**src/common/ogs_pkg.sv**
```systemverilog
// Shared types, widths and reset values for the output gate and sync select
package ogs_pkg;

   // Sample width of the generated waveform and of the offset level
   localparam int OGS_DATA_W = 16;
   // Width of the intermediate mirror arithmetic (two guard bits)
   localparam int OGS_WIDE_W = OGS_DATA_W + 2;
   // Saturation limits of a signed sample, held at the wide width
   localparam logic signed [OGS_WIDE_W-1:0] OGS_SAT_MAX = 18'sh07fff;
   localparam logic signed [OGS_WIDE_W-1:0] OGS_SAT_MIN = 18'sh38000;
   // Reset values of the registered outputs
   localparam logic [OGS_DATA_W-1:0] OGS_CHAN_RST = 16'h0000;
   localparam logic OGS_SYNC_RST = 1'h0;
   localparam logic OGS_ROUTE_RST = 1'h0;

   // Channel output mode
   typedef enum logic [0:0] {
      OGS_OUT_NORMAL,
      OGS_OUT_GATED
   } ogs_out_mode_t;

   // Sync pin mode: normal, raw waveform, flag position
   typedef enum logic [1:0] {
      OGS_SYNC_NORMAL,
      OGS_SYNC_RAW,
      OGS_SYNC_FLAG
   } ogs_sync_mode_t;

   // Source chosen to drive the sync pin
   typedef enum logic [3:0] {
      OGS_SRC_WAVE,
      OGS_SRC_BURST_ENV,
      OGS_SRC_SWEEP_ENV,
      OGS_SRC_MOD,
      OGS_SRC_WAVE_IN_BURST,
      OGS_SRC_FLAG_SAMPLE,
      OGS_SRC_FLAG_CYCLE,
      OGS_SRC_FLAG_FREQ
   } ogs_src_t;

   // Operating conditions of the channel
   typedef struct packed {
      logic burst_on;          // Burst running
      logic sweep_on;          // Sweep running
      logic mod_on;            // Modulation running
      logic mod_ext;           // Modulation source is external
      logic unmodulated_run;   // Plain continuous run
      logic wave_user;         // waveform_shape_select picks a user table
      logic modsh_user;        // modulator_shape_select picks a user table
   } ogs_cond_t;

   // One-bit sync candidates from the generator, all on clk_sys
   typedef struct packed {
      logic burst_env;         // Burst envelope
      logic sweep_env;         // Sweep envelope
      logic mod_sig;           // Modulating signal square
      logic wave_sig;          // Waveform square
      logic flag_sample;       // Flag sample index reached
      logic flag_cycle;        // Flag burst cycle reached
      logic flag_freq;         // Flag sweep frequency reached
   } ogs_marks_t;

   // Mirror a sample about the offset: 2*offset - sample, saturated
   function automatic logic [OGS_DATA_W-1:0] ogs_mirror(
      input logic signed [OGS_DATA_W-1:0] smp,
      input logic signed [OGS_DATA_W-1:0] ofs);
      logic signed [OGS_WIDE_W-1:0] t;
      t = ({{2{ofs[OGS_DATA_W-1]}}, ofs} <<< 1)
          - {{2{smp[OGS_DATA_W-1]}}, smp};
      if (t > OGS_SAT_MAX) begin
         t = OGS_SAT_MAX;
      end else if (t < OGS_SAT_MIN) begin
         t = OGS_SAT_MIN;
      end
      return t[OGS_DATA_W-1:0];
   endfunction

endpackage

```
**src/rtl/ogs_sync2.sv**
```systemverilog
// Two flip-flop synchroniser for one asynchronous level
`timescale 1ns/1ps
`default_nettype none

module ogs_sync2 (
   input wire logic clk_sys,
   input wire logic rst_n,
   input wire logic async_in,
   output logic sync_out
);

   // First stage, read only by the second stage
   logic meta_r;

   // Both stages clear on reset so the level starts inactive
   always_ff @(posedge clk_sys) begin
      if (!rst_n) begin
         meta_r <= 1'h0;
         sync_out <= 1'h0;
      end else begin
         meta_r <= async_in;
         sync_out <= meta_r;
      end
   end

endmodule // ogs_sync2

`default_nettype wire

```
**src/rtl/ogs_sync_sel.sv**
```systemverilog
// Combinational choice of the sync pin source per mode and condition
`timescale 1ns/1ps
`default_nettype none

module ogs_sync_sel (
   input wire ogs_pkg::ogs_sync_mode_t mode,
   input wire ogs_pkg::ogs_cond_t cond,
   input wire ogs_pkg::ogs_marks_t marks,
   output ogs_pkg::ogs_src_t src,
   output logic level
);

   // Helper conditions
   wire logic mod_int = cond.mod_on && !cond.mod_ext;
   wire logic mod_ext = cond.mod_on && cond.mod_ext;
   wire logic any_user = cond.wave_user || cond.modsh_user;

   // Normal mode: envelopes first, then internal modulator
   wire ogs_pkg::ogs_src_t src_norm =
      cond.burst_on ? ogs_pkg::OGS_SRC_BURST_ENV :
      cond.sweep_on ? ogs_pkg::OGS_SRC_SWEEP_ENV :
      mod_int       ? ogs_pkg::OGS_SRC_MOD :
                      ogs_pkg::OGS_SRC_WAVE;

   // Raw mode: user table under burst or sweep shows the flag sample
   wire ogs_pkg::ogs_src_t src_raw =
      ((cond.burst_on || cond.sweep_on) && cond.wave_user) ?
         ogs_pkg::OGS_SRC_FLAG_SAMPLE :
      cond.burst_on ? ogs_pkg::OGS_SRC_WAVE_IN_BURST :
                      ogs_pkg::OGS_SRC_WAVE;

   // Flag mode: a running burst or sweep outranks the sample flag
   wire logic flag_smp =
      (cond.unmodulated_run && cond.wave_user) ||
      (mod_int && any_user) ||
      (mod_ext && cond.wave_user);
   wire ogs_pkg::ogs_src_t src_flag =
      cond.burst_on ? ogs_pkg::OGS_SRC_FLAG_CYCLE :
      cond.sweep_on ? ogs_pkg::OGS_SRC_FLAG_FREQ :
      flag_smp      ? ogs_pkg::OGS_SRC_FLAG_SAMPLE :
      (mod_ext && !any_user) ? ogs_pkg::OGS_SRC_MOD :
                      ogs_pkg::OGS_SRC_WAVE;

   // Mode select; an unused mode code falls back to the normal mode
   assign src = (mode == ogs_pkg::OGS_SYNC_RAW)  ? src_raw :
                (mode == ogs_pkg::OGS_SYNC_FLAG) ? src_flag : src_norm;

   // Level of the chosen candidate
   always_comb begin
      unique case (src)
         ogs_pkg::OGS_SRC_BURST_ENV:     level = marks.burst_env;
         ogs_pkg::OGS_SRC_SWEEP_ENV:     level = marks.sweep_env;
         ogs_pkg::OGS_SRC_MOD:           level = marks.mod_sig;
         ogs_pkg::OGS_SRC_WAVE_IN_BURST:
            level = marks.wave_sig && marks.burst_env;
         ogs_pkg::OGS_SRC_FLAG_SAMPLE:   level = marks.flag_sample;
         ogs_pkg::OGS_SRC_FLAG_CYCLE:    level = marks.flag_cycle;
         ogs_pkg::OGS_SRC_FLAG_FREQ:     level = marks.flag_freq;
         default:                        level = marks.wave_sig;
      endcase
   end

endmodule // ogs_sync_sel

`default_nettype wire

```
**src/rtl/ogs_output_gate.sv**
```systemverilog
// Channel output gating, polarity mirror and sync pin driver
//
// Contract
// Gated mode passes waveform only while trigger asserted
// Generator keeps running while gate blocks output
// Gate touches routing only, never relay or termination
// Inverted polarity mirrors waveform about the offset
// Sync pin ignores the channel polarity setting
// Disabled sync holds pin low; enabled after reset
// Normal sync: burst, sweep, internal modulator, else waveform
// Raw sync, burst/sweep, user table: flag sample
// Raw sync, burst, no table: waveform in burst
// Flag sync, user table driving output: flag sample
// Flag sync during burst marks flag cycle
// Flag sync during sweep marks flag frequency
// Flag sync, external modulation, no table: modulator
// Setting changes act at next clock, glitch free
`timescale 1ns/1ps
`default_nettype none

module ogs_output_gate (
   input wire logic clk_sys,
   input wire logic rst_n,
   // Asynchronous trigger input pin, high means asserted
   input wire logic trig_pin,
   // Settings, static levels from control logic on clk_sys
   input wire ogs_pkg::ogs_out_mode_t out_mode,
   input wire logic pol_invert,
   input wire logic sync_off,
   input wire ogs_pkg::ogs_sync_mode_t sync_mode,
   // Operating conditions and sync candidates from the generator
   input wire ogs_pkg::ogs_cond_t cond,
   input wire ogs_pkg::ogs_marks_t marks,
   // Generator sample and offset level, signed two's complement
   input wire logic [ogs_pkg::OGS_DATA_W-1:0] wave_in,
   input wire logic [ogs_pkg::OGS_DATA_W-1:0] offset_in,
   // Conditioned channel sample towards the converter
   output logic [ogs_pkg::OGS_DATA_W-1:0] chan_out_r,
   // High while the waveform is routed to the channel
   output logic chan_route_r,
   // Sync pin level
   output logic sync_pin_r
);

   // Trigger after two flip-flops
   logic trig_q;
   // Sync selector answer
   ogs_pkg::ogs_src_t sync_src;
   logic sync_level;

   // The trigger arrives from a connector, so it is retimed before use
   ogs_sync2 u_trig_sync (
      .clk_sys(clk_sys),
      .rst_n(rst_n),
      .async_in(trig_pin),
      .sync_out(trig_q)
   );

   // Source choice for the sync pin, taken from the raw marks
   ogs_sync_sel u_sync_sel (
      .mode(sync_mode),
      .cond(cond),
      .marks(marks),
      .src(sync_src),
      .level(sync_level)
   );

   // Gate state: normal mode always routes, gated mode follows trigger
   wire logic gate_open =
      (out_mode == ogs_pkg::OGS_OUT_NORMAL) || trig_q;

   // Mirrored sample about the offset; offset itself is not touched
   wire logic [ogs_pkg::OGS_DATA_W-1:0] wave_mirr =
      ogs_pkg::ogs_mirror(wave_in, offset_in);

   // Polarity select, made before the gate so both act independently
   wire logic [ogs_pkg::OGS_DATA_W-1:0] wave_pol =
      pol_invert ? wave_mirr : wave_in;

   // A blocked channel rests at the offset level rather than zero,
   // so opening the gate does not step the DC level
   wire logic [ogs_pkg::OGS_DATA_W-1:0] chan_nxt =
      gate_open ? wave_pol : offset_in;

   // Sync pin: polarity never enters this path; disabled means low
   wire logic sync_nxt = !sync_off && sync_level;

   // Output data path. The generator is only observed here: nothing
   // feeds back to it, so a closed gate cannot pause or reset it.
   // Likewise there is no relay or termination control in this block.
   always_ff @(posedge clk_sys) begin
      if (!rst_n) begin
         chan_out_r <= ogs_pkg::OGS_CHAN_RST;
         chan_route_r <= ogs_pkg::OGS_ROUTE_RST;
      end else begin
         chan_out_r <= chan_nxt;
         chan_route_r <= gate_open;
      end
   end

   // Sync pin flop. Registering it hides the decode hazards of the
   // selector when a setting changes, at a cost of one cycle latency.
   always_ff @(posedge clk_sys) begin
      if (!rst_n) begin
         sync_pin_r <= ogs_pkg::OGS_SYNC_RST;
      end else begin
         sync_pin_r <= sync_nxt;
      end
   end

   // High once an edge has run out of reset. The release edge still
   // loads reset values, so checks started there would misfire.
   logic live_r;

   // Follows the reset input one edge late
   always_ff @(posedge clk_sys) begin
      live_r <= rst_n;
   end
endmodule // ogs_output_gate

`default_nettype wire

```
**config.mk**
```make
export PLATFORM = sky130hd
export DESIGN_NAME = ogs_output_gate
export DESIGN_NICKNAME = d
export VERILOG_FILES = /design/src/common/ogs_pkg.sv /design/src/rtl/ogs_sync2.sv /design/src/rtl/ogs_sync_sel.sv /design/src/rtl/ogs_output_gate.sv
export SDC_FILE = /design/constraint.sdc
export NUM_CORES = 1
export LEC_CHECK = 0
export BUFFER_PORTS_ARGS = -buffer_cell sky130_fd_sc_hd__buf_2
export CELL_PAD_IN_SITES_DETAIL_PLACEMENT = 1
export CELL_PAD_IN_SITES_GLOBAL_PLACEMENT = 2
export CORE_MARGIN = 2
export CORE_UTILIZATION = 30
export CTS_CLUSTER_SIZE = 40
export DETAILED_ROUTE_END_ITERATION = 8
export GPL_TIMING_DRIVEN = 0
export PLACE_DENSITY_LB_ADDON = 0.1
export SYNTH_ARGS = -nofsm -noshare
export SYNTH_HDL_FRONTEND = slang
export SYNTH_HIERARCHICAL = 1
export SYNTH_SLANG_ARGS = --single-unit
```
**constraint.sdc**
```tcl
create_clock -name clk_sys -period 3.7 [get_ports clk_sys]
set_input_delay 0.74 -clock clk_sys [delete_from_list [all_inputs] [get_ports clk_sys]]
set_output_delay 0.74 -clock clk_sys [all_outputs]
set_load 0.01 [all_outputs]
```
# Yosys cells after proc, flatten, opt, wreduce, memory -nomap -nowiden

Cells that the tools add are included.

Register bits after elaboration: 20
Input port bits: 54
Logic and storage cells: 51

Add/sub/neg operators: 1
Order comparisons: 2
Eq/ne operators: 9
Multiplexer cells: 16
Bitwise logic cells: 1
Reduce and logical (&&, ||, !) cells: 17

Operators with widths:

| operator                                                      | number |
|---|---|
| two-way mux 16 bit                                            | 4 |
| two-way mux 4 bit                                             | 8 |
| > comparator 18 x 16 -> 1 bit (second input constant)         | 1 |
| less-than comparator 18 x 16 -> 1 bit (second input constant) | 1 |
| subtractor 17 x 16 -> 18 bit                                  | 1 |
| == test 4 x 3 -> 1 bit (second input constant)                | 4 |
| logical AND 1 bit                                             | 9 |
| == test 4 x 2 -> 1 bit (second input constant)                | 2 |
| case mux 1 bit (7 select lines)                               | 1 |
| logical OR 1 bit                                              | 5 |
| == test 4 x 1 -> 1 bit (second input constant)                | 1 |
| two-way mux 2 bit                                             | 2 |
| logical NOT 1 bit                                             | 3 |
| two-way mux 3 bit                                             | 1 |
| == test 2 x 1 -> 1 bit (second input constant)                | 1 |
| == test 2 bit (second input constant)                         | 1 |
| NOT 1 bit                                                     | 1 |

# Longest topological paths before layout

Word-level depth: 13
Gate-level depth with buffers: 12
Mapped depth without buffers: 10

# By module

The synthesis kept the hierarchy.

Modules (own cells, without submodules):

| module          | instances | cells an instance | area an instance (um2) | seq. area each (um2) |
|---|---|---|---|---|
| ogs_output_gate | 1         | 214               | 1726.7                 | 360.3 |
| ogs_sync_sel    | 1         | 36                | 252.7                  | 0.0 |
| ogs_sync2       | 1         | 4                 | 52.6                   | 40.0 |

# Least setup slack after synthesis

OpenSTA, ideal clock, no wires.

Kind: input to register
Start: in wave_in[10] in the netlist's numbering
End: reg chan_out_r[12] in the netlist's numbering
Library setup time: 0.122 ns
Arrival: 2.626 ns
Required time: 3.578 ns
Path slack: 0.952 ns
Stages on the path: 11
Path buffers: 1
Path through: inv_1 > ha_1 > a21o_1 > a21o_1 > a211oi_4 > o21ai_2 > a31oi_4 > a21oi_2 > a21boi_2 > buf_6 > a21oi_2

Word-level cells in the longest chain between the ends: 6
Elaborated cells between the ends (all ways): 7

Ends and longest elaborated chain:

| item                                  | line                  | RTL |
|---|---|---|
| from (decl)                           | ogs_output_gate.sv:35 | `input wire logic [ogs_pkg::OGS_DATA_W-1:0] wave_in,` |
| subtractor 17 x 16 -> 18 bit (*)      | ogs_pkg.sv:69         | `- {{2{smp[OGS_DATA_W-1]}}, smp};` |
| less-than comparator 18 x 16 -> 1 bit | ogs_pkg.sv:72         | `end else if (t < OGS_SAT_MIN) begin` |
| two-way mux 16 bit                    | ogs_pkg.sv:72         |  |
| two-way mux 16 bit (*)                | ogs_pkg.sv:70         | `if (t > OGS_SAT_MAX) begin` |
| two-way mux 16 bit (*)                | ogs_output_gate.sv:78 | `pol_invert ? wave_mirr : wave_in;` |
| two-way mux 16 bit (*)                | ogs_output_gate.sv:83 | `gate_open ? wave_pol : offset_in;` |
| to (signal assigned)                  | ogs_output_gate.sv:93 | `chan_out_r <= ogs_pkg::OGS_CHAN_RST;` |
| to (signal assigned)                  | ogs_output_gate.sv:96 | `chan_out_r <= chan_nxt;` |
| to (decl)                             | ogs_output_gate.sv:38 | `output logic [ogs_pkg::OGS_DATA_W-1:0] chan_out_r,` |

Mark *: on every way between the ends. The rest lies on a longest branch, timed or not.
A chain may end at the register's enable or synchronous reset.

# Final worst setup path

Start: in wave_in[1] in the netlist's numbering
End: reg chan_out_r[9] in the netlist's numbering

Same word-level chain as after synthesis.

==> results_dict.tcl <==
set metrics [dict create \
    post_cts_buffers 0 \
    power_density_mw_per_mm2 333.6 \
    htreeDepth 1 \
    r2r_end "chan_out_r[3]$_SDFF_PN0_" \
    maxSlewHeadroom 0.6329 \
    critical_path_class "primary input to register" \
    rsz0062_at_grt "no" \
    fin_util 0.3947 \
    grt_max_degree 13 \
    grt_pass1_wl_um 10550 \
    use_met3 0.02021 \
    gp_congestion 0.8394 \
    p_leak_nw 1.179 \
    ctsRootBufferMaster "clkbuf_8" \
    diodes 0 \
    die_w_um 86.00 \
    setup_violations 0 \
    avgSynthCellArea_um2 8.036 \
    final.setup.tns_ns 0 \
    arrival_ns 3.11 \
    met1_usage 0.2472 \
    cts.sinks 20 \
    skew_ns 0.004577 \
    vdd_ir_drop_max_v 0.0001225 \
    avgRoutedWirePerCell_um 15.89 \
    grt_usage 0.1790 \
    die_area_mm2 0.007395 \
    route.vias.total 2094 \
    area_growth_pct 25.68 \
    grt_pass1_vias 2108 \
    fill_cells 838 \
    r2r-start "u_trig_sync/sync_out$_SDFF_PN0_" \
    cts_tree "yes" \
    portBuffers 70 \
    firstDrtPassIters 4 \
    nets 397 \
    start_util 0.3140 \
    num_rows 29 \
    worstSetupStartpoint "wave_in[1]" \
    finalWirelength_um 6388 \
    use_met2 0.2988 \
    hp-start "u_trig_sync/meta_r$_SDFF_PN0_" \
    top_usage_layer "met2" \
    cts_buffers 3 \
    finalInstanceArea_mm2 0.002535 \
    core-area_mm2 0.006422 \
    holdBufCountCts 0 \
    synth.net_count 322 \
    dp_hpwl_um 5295 \
    grt_overflow 0 \
    worstSetupEndpoint "chan_out_r[9]$_SDFF_PN0_" \
    fmax_mhz 341.9 \
    reg2reg_slack_ns 2.39 \
    max_stage_delay_ns 0.48 \
    worstMarginPinSlew_ns 0.5507 \
    worstPathRequired_ns 3.89 \
    cp-start-kind "primary input" \
    clk_latency_ns 0.26 \
    maxCapViolCount 0 \
    boundaryPins 72 \
    endpoint_kind "register" \
    cpMostUsedCell "a21oi_1" \
    finalPower_mw 0.8457 \
    layout.area.seq_um2 400.4 \
    drive_gt1_frac 0.3169 \
    drc 0 \
    die_h_um 86.00 \
    min_period_ns 2.925 \
    slew_viol_final 0 \
    antenna_found_initial 0 \
    r2r_cells 4 \
    drt_iter0_markers 44 \
    multi_input_area_mm2 0.001506 \
    synth_cells 251 \
    path_max_fanout 7 \
    ctsResizeCount 0 \
    ctsLongestPathBuffers 2 \
    clkTransAtPathRegs_ns 0.08 \
    antenna_left 0 \
    synth_area_mm2 0.002017 \
    crit_path_top_delay_cell "fa_1" \
    hold_viol 0 \
    via_per_inst 5.209 \
    hold_path.class "register to register" \
    yosys_warnings 6 \
    status "complete, no violations" \
    placed_cell_area_mm2 0.002464 \
    period_share 0.7906 \
    path_cells "buf_2 -> inv_1 -> fa_1 -> a211oi_1 -> o211a_1 -> nor3_2 -> o221ai_1 -> nand2_1 -> o211ai_2 -> a21oi_1 -> a21oi_1" \
]
-- cell usage in the layout (no fill, tap or decap), types with 7 or more instances in the layout --
cell type / n
xnor2_1: 11
a21oi_1: 20
inv_1: 18
nand2_1: 19
buf_2: 71
ha_1: 16
nor2_1: 12
a21oi_2: 11
o21ai_0: 26
dfxtp_1: 20
a22oi_1: 7
-- metal layers --
layer / vias up / wire [um] / part of all wire
li1: 1069 / - / -
met1: 969 / 3115 / 0.49
met2: 52 / 2917 / 0.46
met3: 4 / 299 / 0.047
met4: 0 / 55 / 0.0086
met5: - / 0 / 0
-- worst max-delay path, delay by kind of cell --
| family | cells | cell delay [ns] |
|---|---|---|
| compound gates | 6 | 1.54 |
| simple gates | 2 | 0.21 |
| buf+inv | 2 | 0.15 |
| fa+ha+maj | 1 | 0.48 |
-- sequential cells by signal, summed over array words and instances (netlist names) --
signal	cells
chan_out_r	16
chan_route_r	1
sync_pin_r	1
u_trig_sync/meta_r	1
u_trig_sync/sync_out	1
-- metrics by stage --
step / std cells / hold slack [ns] / setup WS [ns]
final: 402 / 0.4352 / 0.7749
after global routing: 402 / 0.4833 / 0.5919
after CTS: 402 / 0.4447 / 0.7704
after detailed placement: 398 / 0.4277 / 0.5097
after global placement: 398 / 0.4088 / 0.4996
after floorplan: 251 / 0.4057 / 0.9519
-- cell type report --
type / instances / area share
Clock buffer: 3 / 0.01629
Timing Repair Buffer: 70 / 0.1382
Inverter: 20 / 0.02962
Buffer: 7 / 0.01382
Tap cell: 77 / 0.03801
Sequential cell: 20 / 0.1579
Clock inverter: 1 / 0.01185
Multi-Input combinational cell: 204 / 0.5943
-- worst min path at each step --
stage	cells after the start	slack [ns]	endpoint
after global routing	1	0.48	u_trig_sync/sync_out$_SDFF_PN0_
after detailed placement	1	0.43	u_trig_sync/sync_out$_SDFF_PN0_
after global placement	1	0.41	u_trig_sync/sync_out$_SDFF_PN0_
after floorplan	1	0.41	u_trig_sync/sync_out$_SDFF_PN0_
after CTS	1	0.44	u_trig_sync/sync_out$_SDFF_PN0_
final	1	0.44	u_trig_sync/sync_out$_SDFF_PN0_
-- report_power, final --
group | internal (mW) | leakage, nW | switching, mW
Clock | 0.144 | 0.0357 | 0.0782
Sequential | 0.237 | 0.167 | 0.00506
Combinational | 0.161 | 0.976 | 0.220
Total | 0.543 | 1.18 | 0.303
Power figures use the tool's default switching activity.
